$ cat src/rtl/relay_panel_defines.vh
`ifndef RELAY_PANEL_DEFINES_VH
`define RELAY_PANEL_DEFINES_VH

// ----------------------------------------
// Clock, press-duration and bus-monitor times
// ----------------------------------------
`define CLK_KHZ 25000
`define T_HALF_MS 500
`define T_ONE_MS 1000
`define T_FIVE_MS 5000
`define T_REPEAT_MS 200
`define T_MONITOR_MS 10

// ----------------------------------------
// Register byte offsets
// ----------------------------------------
`define OFF_CTRL 12'h000
`define OFF_BFTIME 12'h004
`define OFF_PASSWORD 12'h008
`define OFF_STATUS 12'h00C
`define OFF_SETTING 12'h010
`define OFF_ADDRESS 12'h014

// ----------------------------------------
// Control register fields
// ----------------------------------------
`define CTRL_RATE 0
`define CTRL_BANK 1
`define CTRL_RETAIN 2
`define CTRL_CLEAR_REC 3
`define CTRL_CLEAR_LATCH 4

// ----------------------------------------
// Reset values, limits and password
// ----------------------------------------
`define RATE_RESET 1'b1
`define BANK_RESET 1'b0
`define RETAIN_RESET 1'b0
`define BFTIME_RESET 4'h2
`define BFTIME_MIN 4'h1
`define BFTIME_MAX 4'hA
`define SETTING_RESET 16'h0000
`define ADDRESS_RESET 8'h00
`define PASSWORD_VALUE 16'h0001

`endif

$ cat src/rtl/press_timer.v
`timescale 1ns/1ns
// Measures how long one push-button is held and reports the release class.
module press_timer #(
	parameter HALF_CYC = 12500000,
	parameter ONE_CYC = 25000000,
	parameter FIVE_CYC = 125000000,
	parameter REP_CYC = 5000000
) (
	// Clock and reset.
	input wire mclk,
	input wire nrst,
	// Button level, high while pressed.
	input wire btn,
	// Press reports.
	output reg pressed,
	output reg released,
	output reg relUnderHalf,
	output reg relOneToFive,
	output reg atOne,
	output reg atFive,
	output reg repeatTick
);
	reg [26:0] cnt_q;
	reg [26:0] rep_q;

	// Duration counter saturates at five seconds so very long holds stay classed.
	always @(posedge mclk) begin
		if (!nrst) begin
			pressed <= 1'b0;
			released <= 1'b0;
			relUnderHalf <= 1'b0;
			relOneToFive <= 1'b0;
			atOne <= 1'b0;
			atFive <= 1'b0;
			repeatTick <= 1'b0;
			cnt_q <= 27'h000_0000;
			rep_q <= 27'h000_0000;
		end else begin
			pressed <= btn;
			released <= pressed & !btn;
			relUnderHalf <= pressed & !btn & (cnt_q < HALF_CYC[26:0]);
			relOneToFive <= pressed & !btn & (cnt_q >= ONE_CYC[26:0]) &
				(cnt_q < FIVE_CYC[26:0]);
			atOne <= btn & (cnt_q == ONE_CYC[26:0] - 27'h000_0001);
			atFive <= btn & (cnt_q == FIVE_CYC[26:0] - 27'h000_0001);
			repeatTick <= btn & (cnt_q >= ONE_CYC[26:0]) &
				(rep_q == REP_CYC[26:0] - 27'h000_0001);
			if (!btn)
				cnt_q <= 27'h000_0000;
			else if (cnt_q < FIVE_CYC[26:0])
				cnt_q <= cnt_q + 27'h000_0001;
			if (!btn || cnt_q < ONE_CYC[26:0] || rep_q == REP_CYC[26:0] - 27'h000_0001)
				rep_q <= 27'h000_0000;
			else
				rep_q <= rep_q + 27'h000_0001;
		end
	end
endmodule

$ cat src/rtl/relay_panel_menu_control.v
// Our own choices: register access over APB and the address map.
`timescale 1ns/1ns
`include "relay_panel_defines.vh"
// How it works
// Dark display, step held 1 s: first item.
// Dark display, short step press: last item.
// Step+reset, input or bus clears records.
// Supply restart clears records unless retention set.
// Settings, address, rate kept in non-volatile store.
// Data rate 4.8 or 9.6 kBd, default 9.6.
// Bus monitor 0 when healthy, else rolls 0-255.
// Bank select: 0 main, 1 second settings.
// Breaker-failure time 0.1 to 1.0 s, default 0.2.
// Register 0 digit encodes three control inputs.
// Test mode from register 0, one output each.
// Step press over 0.5 s advances one item.
// Holding step browses main menu rapidly.
// Step press under 0.5 s goes back one.
// Program 1 s enters submenu on release.
// Program 5 s toggles setting mode.
// Setting mode: step increments digit at cursor.
// Setting mode: program 1 s moves cursor.
// Setting mode: step+program stores the value.
// Otherwise step+program clears records and latches.
// Program releases latches only with display dark.
// Host sends password before setting writes.
module relay_panel_menu_control #(
	parameter MENU_ITEMS = 8,
	parameter SUB_ITEMS = 5,
	parameter TEST_OUTS = 4,
	parameter HALF_CYC = `T_HALF_MS * `CLK_KHZ,
	parameter ONE_CYC = `T_ONE_MS * `CLK_KHZ,
	parameter FIVE_CYC = `T_FIVE_MS * `CLK_KHZ,
	parameter REP_CYC = `T_REPEAT_MS * `CLK_KHZ,
	parameter MON_CYC = `T_MONITOR_MS * `CLK_KHZ
) (
	// Clock and reset.
	input wire mclk,
	input wire nrst,
	// APB slave.
	input wire psel,
	input wire penable,
	input wire pwrite,
	input wire [11:0] paddr,
	input wire [31:0] pwdata,
	output reg [31:0] prdata,
	output wire pready,
	output wire pslverr,
	// Front-panel buttons, high while pressed.
	input wire stepBtn,
	input wire progBtn,
	input wire resetBtn,
	// External control inputs and system status.
	input wire extBlockInputOne,
	input wire extBlockInputTwo,
	input wire remoteResetInput,
	input wire commOk,
	input wire supplyRestart,
	// Non-volatile store image.
	input wire nvLoad,
	input wire [31:0] nvLoadWord,
	output wire [31:0] nvWord,
	output reg nvSave,
	// Display and menu state.
	output reg displayOn,
	output reg [3:0] menuItem,
	output reg [3:0] subItem,
	output reg inSub,
	output reg setMode,
	output reg [1:0] cursor,
	output reg [15:0] editValue,
	output reg testMode,
	output reg [TEST_OUTS-1:0] testOutputs,
	// Actions and settings.
	output reg recordClear,
	output reg latchRelease,
	output reg rateFast,
	output reg bankSecond,
	output reg recordRetain,
	output reg [3:0] bfTime,
	output reg [15:0] settingValue,
	output reg [7:0] busAddress,
	output reg [7:0] monitorCount
);
	// ----------------------------------------
	// Button timers
	// ----------------------------------------
	wire sPressed, sRel, sShort, sOne, sRep;
	wire pPressed, pRel, pLong, pFive;
	reg resetHeld_q, comboSeen_q, stepUsed_q, progUsed_q, unlocked_q;
	reg [26:0] monDiv_q;
	reg [1:0] testSel_q;
	reg [TEST_OUTS-1:0] testNext;
	wire [2:0] ctlDigit;
	wire bothNow, stepResetNow, comboEv, quiet, lastItemSel;
	wire wrEn, wrSetting, rejectWr, unmapped;
	integer i;

	press_timer #(.HALF_CYC(HALF_CYC), .ONE_CYC(ONE_CYC), .FIVE_CYC(FIVE_CYC),
		.REP_CYC(REP_CYC)) stepTimer (
		.mclk(mclk), .nrst(nrst), .btn(stepBtn), .pressed(sPressed),
		.released(sRel), .relUnderHalf(sShort), .relOneToFive(),
		.atOne(sOne), .atFive(), .repeatTick(sRep)
	);

	press_timer #(.HALF_CYC(HALF_CYC), .ONE_CYC(ONE_CYC), .FIVE_CYC(FIVE_CYC),
		.REP_CYC(REP_CYC)) progTimer (
		.mclk(mclk), .nrst(nrst), .btn(progBtn), .pressed(pPressed),
		.released(pRel), .relUnderHalf(), .relOneToFive(pLong),
		.atOne(), .atFive(pFive), .repeatTick()
	);

	// ----------------------------------------
	// Button combinations
	// ----------------------------------------
	// A combination fires once on its rising edge; single-button actions stay
	// silenced until every button is up, so releasing one key does not act.
	assign bothNow = sPressed & pPressed;
	assign stepResetNow = sPressed & resetHeld_q;
	assign comboEv = (bothNow | stepResetNow) & !comboSeen_q;
	assign quiet = !comboSeen_q & !comboEv;
	assign lastItemSel = (menuItem == MENU_ITEMS[3:0] - 4'h1) & !inSub;

	// The control digit weights the three inputs 1, 2 and 4.
	assign ctlDigit = {remoteResetInput, extBlockInputTwo, extBlockInputOne};

	// ----------------------------------------
	// APB decode
	// ----------------------------------------
	assign pready = 1'b1;
	assign wrEn = psel & penable & pwrite;
	assign unmapped = (paddr != `OFF_CTRL) && (paddr != `OFF_BFTIME) &&
		(paddr != `OFF_PASSWORD) && (paddr != `OFF_STATUS) &&
		(paddr != `OFF_SETTING) && (paddr != `OFF_ADDRESS);
	assign wrSetting = wrEn & ((paddr == `OFF_CTRL) || (paddr == `OFF_BFTIME) ||
		(paddr == `OFF_SETTING) || (paddr == `OFF_ADDRESS));
	// Setting writes are refused until the password has been given.
	assign rejectWr = wrSetting & !unlocked_q;
	assign pslverr = psel & penable & (unmapped | rejectWr);

	// Read multiplexer for the register file.
	always @* begin
		prdata = 32'h0000_0000;
		case (paddr)
			`OFF_CTRL: prdata[2:0] = {recordRetain, bankSecond, rateFast};
			`OFF_BFTIME: prdata[3:0] = bfTime;
			`OFF_PASSWORD: prdata[0] = unlocked_q;
			`OFF_STATUS: prdata = {6'h00, testMode, setMode, inSub, displayOn,
				testSel_q, subItem, menuItem, monitorCount, 1'b0, ctlDigit};
			`OFF_SETTING: prdata[15:0] = settingValue;
			`OFF_ADDRESS: prdata[7:0] = busAddress;
			default: prdata = 32'h0000_0000;
		endcase
	end

	// Packed image of everything the non-volatile store keeps.
	assign nvWord = {1'b0, recordRetain, bankSecond, bfTime, rateFast, busAddress,
		settingValue};

	// One-hot drive of the output selected in test mode.
	always @* begin
		testNext = {TEST_OUTS{1'b0}};
		for (i = 0; i < TEST_OUTS; i = i + 1)
			testNext[i] = testMode & (testSel_q == i[1:0]);
	end

	// ----------------------------------------
	// Bus monitor
	// ----------------------------------------
	// The count rolls freely while the link is unhealthy and parks at zero
	// once traffic is good again.
	always @(posedge mclk) begin
		if (!nrst) begin
			monDiv_q <= 27'h000_0000;
			monitorCount <= 8'h00;
		end else if (commOk) begin
			monDiv_q <= 27'h000_0000;
			monitorCount <= 8'h00;
		end else if (monDiv_q == MON_CYC[26:0] - 27'h000_0001) begin
			monDiv_q <= 27'h000_0000;
			monitorCount <= monitorCount + 8'h01;
		end else begin
			monDiv_q <= monDiv_q + 27'h000_0001;
		end
	end

	// ----------------------------------------
	// Settings registers and password
	// ----------------------------------------
	// Settings survive in the store image; a store load restores them.
	always @(posedge mclk) begin
		if (!nrst) begin
			rateFast <= `RATE_RESET;
			bankSecond <= `BANK_RESET;
			recordRetain <= `RETAIN_RESET;
			bfTime <= `BFTIME_RESET;
			busAddress <= `ADDRESS_RESET;
			settingValue <= `SETTING_RESET;
			unlocked_q <= 1'b0;
			nvSave <= 1'b0;
		end else begin
			nvSave <= 1'b0;
			if (nvLoad) begin
				settingValue <= nvLoadWord[15:0];
				busAddress <= nvLoadWord[23:16];
				rateFast <= nvLoadWord[24];
				bfTime <= nvLoadWord[28:25];
				bankSecond <= nvLoadWord[29];
				recordRetain <= nvLoadWord[30];
			end else if (setMode && bothNow && !comboSeen_q) begin
				settingValue <= editValue;
				nvSave <= 1'b1;
			end else if (wrSetting && !rejectWr) begin
				nvSave <= 1'b1;
				case (paddr)
					`OFF_CTRL: begin
						rateFast <= pwdata[`CTRL_RATE];
						bankSecond <= pwdata[`CTRL_BANK];
						recordRetain <= pwdata[`CTRL_RETAIN];
					end
					`OFF_BFTIME: begin
						if (pwdata[31:4] == 28'h000_0000 && pwdata[3:0] >= `BFTIME_MIN &&
							pwdata[3:0] <= `BFTIME_MAX)
							bfTime <= pwdata[3:0];
					end
					`OFF_SETTING: settingValue <= pwdata[15:0];
					default: busAddress <= pwdata[7:0];
				endcase
			end
			if (wrEn && paddr == `OFF_PASSWORD)
				unlocked_q <= (pwdata[15:0] == `PASSWORD_VALUE);
		end
	end

	// ----------------------------------------
	// Clear pulses
	// ----------------------------------------
	// Records clear from the panel, the remote input, the bus or a restart.
	always @(posedge mclk) begin
		if (!nrst) begin
			recordClear <= 1'b0;
			latchRelease <= 1'b0;
		end else begin
			recordClear <= (stepResetNow & !comboSeen_q) | remoteResetInput |
				(wrEn & (paddr == `OFF_CTRL) & pwdata[`CTRL_CLEAR_REC]) |
				(supplyRestart & !recordRetain) |
				(bothNow & !comboSeen_q & !setMode);
			latchRelease <= (bothNow & !comboSeen_q & !setMode) |
				(pRel & quiet & !progUsed_q & !displayOn) |
				(wrEn & (paddr == `OFF_CTRL) & pwdata[`CTRL_CLEAR_LATCH]);
		end
	end

	// ----------------------------------------
	// Menu and mode state
	// ----------------------------------------
	// All panel navigation; a hold that already acted marks its button used so
	// the later release is ignored.
	always @(posedge mclk) begin
		if (!nrst) begin
			resetHeld_q <= 1'b0;
			comboSeen_q <= 1'b0;
			stepUsed_q <= 1'b0;
			progUsed_q <= 1'b0;
			displayOn <= 1'b0;
			menuItem <= 4'h0;
			subItem <= 4'h0;
			inSub <= 1'b0;
			setMode <= 1'b0;
			cursor <= 2'b00;
			editValue <= 16'h0000;
			testMode <= 1'b0;
			testSel_q <= 2'b00;
			testOutputs <= {TEST_OUTS{1'b0}};
		end else begin
			resetHeld_q <= resetBtn;
			testOutputs <= testNext;
			if (bothNow | stepResetNow)
				comboSeen_q <= 1'b1;
			else if (!sPressed && !pPressed && !resetHeld_q)
				comboSeen_q <= 1'b0;
			if (sRel)
				stepUsed_q <= 1'b0;
			if (pRel)
				progUsed_q <= 1'b0;
			if (!displayOn) begin
				if (sOne && quiet) begin
					displayOn <= 1'b1;
					menuItem <= 4'h0;
					stepUsed_q <= 1'b1;
				end else if (sRel && sShort && quiet && !stepUsed_q) begin
					displayOn <= 1'b1;
					menuItem <= MENU_ITEMS[3:0] - 4'h1;
				end
			end else if (pFive && quiet) begin
				progUsed_q <= 1'b1;
				if (lastItemSel && !setMode)
					testMode <= !testMode;
				else if (!testMode) begin
					setMode <= !setMode;
					cursor <= 2'b00;
					editValue <= settingValue;
				end
			end else if (testMode) begin
				if (sRel && quiet)
					testSel_q <= (testSel_q == TEST_OUTS[1:0] - 2'b01) ? 2'b00 :
						testSel_q + 2'b01;
			end else if (setMode) begin
				if (sRel && quiet) begin
					case (cursor)
						2'b00: editValue[3:0] <= (editValue[3:0] == 4'h9) ? 4'h0 :
							editValue[3:0] + 4'h1;
						2'b01: editValue[7:4] <= (editValue[7:4] == 4'h9) ? 4'h0 :
							editValue[7:4] + 4'h1;
						2'b10: editValue[11:8] <= (editValue[11:8] == 4'h9) ? 4'h0 :
							editValue[11:8] + 4'h1;
						default: editValue[15:12] <= (editValue[15:12] == 4'h9) ? 4'h0 :
							editValue[15:12] + 4'h1;
					endcase
				end else if (pRel && pLong && quiet && !progUsed_q) begin
					cursor <= cursor + 2'b01;
				end
			end else if (sRep && quiet && !inSub) begin
				stepUsed_q <= 1'b1;
				menuItem <= (menuItem == MENU_ITEMS[3:0] - 4'h1) ? 4'h0 :
					menuItem + 4'h1;
			end else if (sRel && quiet && !stepUsed_q) begin
				if (inSub) begin
					if (sShort)
						subItem <= (subItem == 4'h0) ? SUB_ITEMS[3:0] - 4'h1 :
							subItem - 4'h1;
					else
						subItem <= (subItem == SUB_ITEMS[3:0] - 4'h1) ? 4'h0 :
							subItem + 4'h1;
				end else if (sShort) begin
					menuItem <= (menuItem == 4'h0) ? MENU_ITEMS[3:0] - 4'h1 :
						menuItem - 4'h1;
				end else begin
					menuItem <= (menuItem == MENU_ITEMS[3:0] - 4'h1) ? 4'h0 :
						menuItem + 4'h1;
				end
			end else if (pRel && pLong && quiet && !progUsed_q) begin
				inSub <= !inSub;
				subItem <= 4'h0;
			end
		end
	end
endmodule

$ cat config.mk
export PLATFORM = sky130hd
export DESIGN_NAME = relay_panel_menu_control
export DESIGN_NICKNAME = d
export VERILOG_FILES = /design/src/rtl/press_timer.v /design/src/rtl/relay_panel_menu_control.v
export VERILOG_INCLUDE_DIRS = /design/src /design/src/rtl
export SDC_FILE = /design/constraint.sdc
export NUM_CORES = 1
export LEC_CHECK = 0
export BUFFER_PORTS_ARGS = -buffer_cell sky130_fd_sc_hd__buf_2
export CORE_MARGIN = 5
export CORE_UTILIZATION = 50
export DETAILED_ROUTE_END_ITERATION = 10
export PLACE_DENSITY = 0.77
export RECOVER_POWER = 25
export SYNTH_ARGS = -nofsm -noshare
export SYNTH_HDL_FRONTEND = slang
export SYNTH_SLANG_ARGS = --single-unit
export TNS_END_PERCENT = 50
$ cat constraint.sdc
create_clock -name mclk -period 2.3 [get_ports mclk]
set_clock_uncertainty 0.15 [all_clocks]
set_input_delay 0.23 -clock mclk [delete_from_list [all_inputs] [get_ports mclk]]
set_output_delay 0.23 -clock mclk [all_outputs]
set_load 0.005 [all_outputs]
==> metrics.md <==
| Metric | Value |
|---|---|
| Avg Cell Area, Syn | `8.03 um^2` |
| DRT Wirelength | `33300 um` |
| DR iter-0 viols | `903` |
| Number of global-route vias before repair | `9936` |
| Max cap viols | `0` |
| Register bit total from synthesis | `200` |
| # fillers | `1869` |
| CP Launch Type | `register` |
| HPWL after DPL | `24500 um` |
| Post-synthesis sequential area ratio | `36.9%` |
| Crit Path Max Fanout | `4` |
| Drc violations | `0` |
| First drt pass iteration count | `6` |
| Die Footprint | `24700 um^2` |
| Routed vias | `10903` |
| Initial antenna violation count | `1` |
| Crit path kind | `register to register` |
| Largest net degree at the start of global routing | `47` |
| Crit path cell chain | `or4b_1, nor4_2, and4_1, nand2_1, or3_1, a21oi_2` |
| Crit path DAT | `2.44 ns` |
| Root buffer cell | `clkbuf_16` |
| Ys flop type | `dfxtp_1` |
| Status | `finished, final reports clean` |
| VDD IR max | `476 uV` |
| Dominant cell type by area after synthesis | `dfxtp_1` |
| Worst Tran Pin Value | `0.797 ns` |
| Element type at the critical path end | `register` |
| GRT Resource Usage Total | `25.4%` |
| Compound-Gate Fraction of Synth Area | `16.2%` |
| Total power | `7020 uW` |
| CP max stage cell | `or4b_1` |
| PD cells | `528 nW/um^2` |
| Post-synthesis cell area | `10800 um^2` |
| Max_slew headroom | `46.9%` |
| Placed Cells | `1811` |
| Top Ports | `232` |
| Final setup viols | `0` |
| Combinational family with the most area after synthesis | `simple AND/OR/NAND/NOR gates` |
| # nets final | `1706` |
| Min-Delay Path Class | `input port to register` |
| Area grow syn2layout | `22.6%` |
| Antenna Nets Post-Route | `0` |
| Delay-heaviest family, CP | `simple AND/OR/NAND/NOR gates` |
| Cell row count | `53` |
| CTS tree | `done` |
| CP required | `2.52 ns` |
| Wire per inst | `17.6 um` |
| First-pass GRT wire length | `50900 um` |
| Fmax | `450 MHz` |
| Final Non-Filler Cells | `1886` |
| Number of flops mapped to enable cells by yosys | `0` |
| Starting Density | `51.1%` |
| RSZ-0062 raised after global routing | `true` |
| Post-Synth Simple-Gate Area | `27.6%` |
| Top cells by area, synth | `dfxtp_1 (37%), nor2_1 (5.1%), nand2_1 (4.5%), xor2_1 (4.2%), a21oi_1 (3.8%)` |
| Vias per cell | `5.78` |
| Clock latency on the worst-skew pair | `0.44 ns` |
| Share of layout cells above drive strength 1 | `20.3%` |
| Period utilization | `96.7%` |
| Final Hold Fails | `0` |
| H-tree depth | `4` |
| XOR/XNOR Fraction of Synth Area | `6.86%` |
| Post-route minimum period | `2.22 ns` |
| GPL Wtd Cong | `0.973` |
| Cts bufs inserted | `17` |
| Grt total ovfl | `0` |
| Worst-path clk slew | `0.08 ns` |
| Die W | `157 um` |
| Synth cell types | `79` |
| P_leak | `0.00526 uW` |
| Mux contribution to synthesized area | `3.31%` |
| Clock sinks | `200` |
| CP bufs+invs | `0` |
| Final Max Tran Viols | `0` |
| Synthesized instance count | `1351` |
| Core area | `21200 um^2` |
| Clock Path Buffers | `2` |
| Post-Synth Adder-Cell Area | `2.19%` |
| IO buf count | `222` |
| Die H | `157 um` |
| Slowest cell delay on critical path | `0.55 ns` |
| Synth warnings | `0` |
| Synth async-reset ratio | `0%` |
| Synth top area share | `36.9%` |
==> final cells by class <==
cell class | count | area [um^2] | area share [%]
sequential | 200 | 4020 | 30.2
tap | 275 | 344 | 2.59
multi-input combinational | 1006 | 6180 | 46.5
timing repair buffer | 334 | 2030 | 15.3
clock inverter | 12 | 111 | 0.838
antenna | 1 | 2.50 | 0.0188
clock buffer | 20 | 467 | 3.51
inverter | 38 | 143 | 1.07
==> power by group <==
| group | internal [uW] | switching, uW |
|---|---|---|
| Clock | 1510 | 1410 |
| Sequential | 3510 | 86.9 |
| Combinational | 234 | 274 |
==> worst paths after layout <==
check	startpoint	cells past startpoint	endpoint	slack, ns
worst max-delay path	monDiv_q[21]	6	monitorCount[7]	0.08
worst min-delay path	pwdata[6]	3	busAddress[6]	0.03
worst max register to register	monDiv_q[21]	6	monitorCount[7]	0.08
worst min register to register	stepTimer.rep_q[0]	1	stepTimer.rep_q[0]	0.30
==> worst min-delay path, delay by kind of cell <==
family | cells | cell delay [ns]
AO/OA/AOI/OAI | 1 | 0.08
buffers and inverters | 1 | 0.14
multiplexers | 1 | 0.12
==> synth_stat cells, types with 19 or more instances <==
master    number
a21oi_1       83
and3_1        38
buf_4         40
clkbuf_1      58
dfxtp_1      200
ha_1          19
inv_1         37
mux2i_1       31
nand2_1      131
nand3_1       75
nand4_1       32
nor2_1       147
nor3_1        29
nor4_1        28
o211ai_1      37
o21ai_0       40
o21ai_1       21
or3_1         23
xnor2_1       33
xor2_1        52
==> flip-flops by register name, indices dropped and copies added (netlist names), 2 cells and up <==
signal / flops
bfTime: 4
busAddress: 8
cursor: 2
editValue: 16
menuItem: 4
monDiv_q: 27
monitorCount: 8
progTimer.cnt_q: 27
settingValue: 16
stepTimer.cnt_q: 27
stepTimer.rep_q: 27
subItem: 4
testOutputs: 4
testSel_q: 2
==> stage by stage <==
step	setup slack [ns]	TNS, ns	area, um^2	utilization (%)	hold WS, ns
final	0.0765	0	13300	62.7	0.0253
after global routing	-0.0164	-0.0262	13300	62.7	0.0128
after floorplan	0.0342	0	10900	-	0.152
after detailed placement	0.0105	0	12300	57.9	0.289
after CTS	0.0290	0	13300	62.5	0.00487
after global placement	0.0622	0	12300	57.9	0.278
==> what timing repair did <==
item,4_1_cts,5_1_grt
resized for setup,0,24
buffers inserted,0,3
endpoints found under the setup margin,0,32
endpoints found under the hold margin,38,0
hold buffers,39,0
==> per-layer routing <==
layer	share of wire [%]	vias up	GRT usage, %
li1	-	5294	-
met1	40	5067	30.9
met2	48	464	43.3
met3	8.0	78	5.80
met4	3.8	0	10.4
met5	0	-	0
==> logic make-up (layout without fill, tap and decap cells) <==
family	after synthesis	after routing
buffers and inverters	151	404
other	2	9
and+or+nand+nor	588	588
xor gates and xnor gates	85	85
DFF	200	200
AOI/OAI and AO/OA	272	272
muxes	34	34
adders and majority gates	19	19
==> cell usage in the layout, fill, tap and decap left out, drive strengths merged, types with 19 or more instances in the layout <==
cell and n:
nor4 29, nor3 30, nor2 148, xor2 52, a21oi 83, buf 247
dlygate4sd3 39, o21ai 61, inv 42, ha 19, nand3 78, xnor2 33
nand4 32, or3 25, nand2 132, and3 41, clkbuf 68, mux2i 31
dfxtp 200, o211ai 39
No activity file was read; power rests on OpenSTA's default activity.
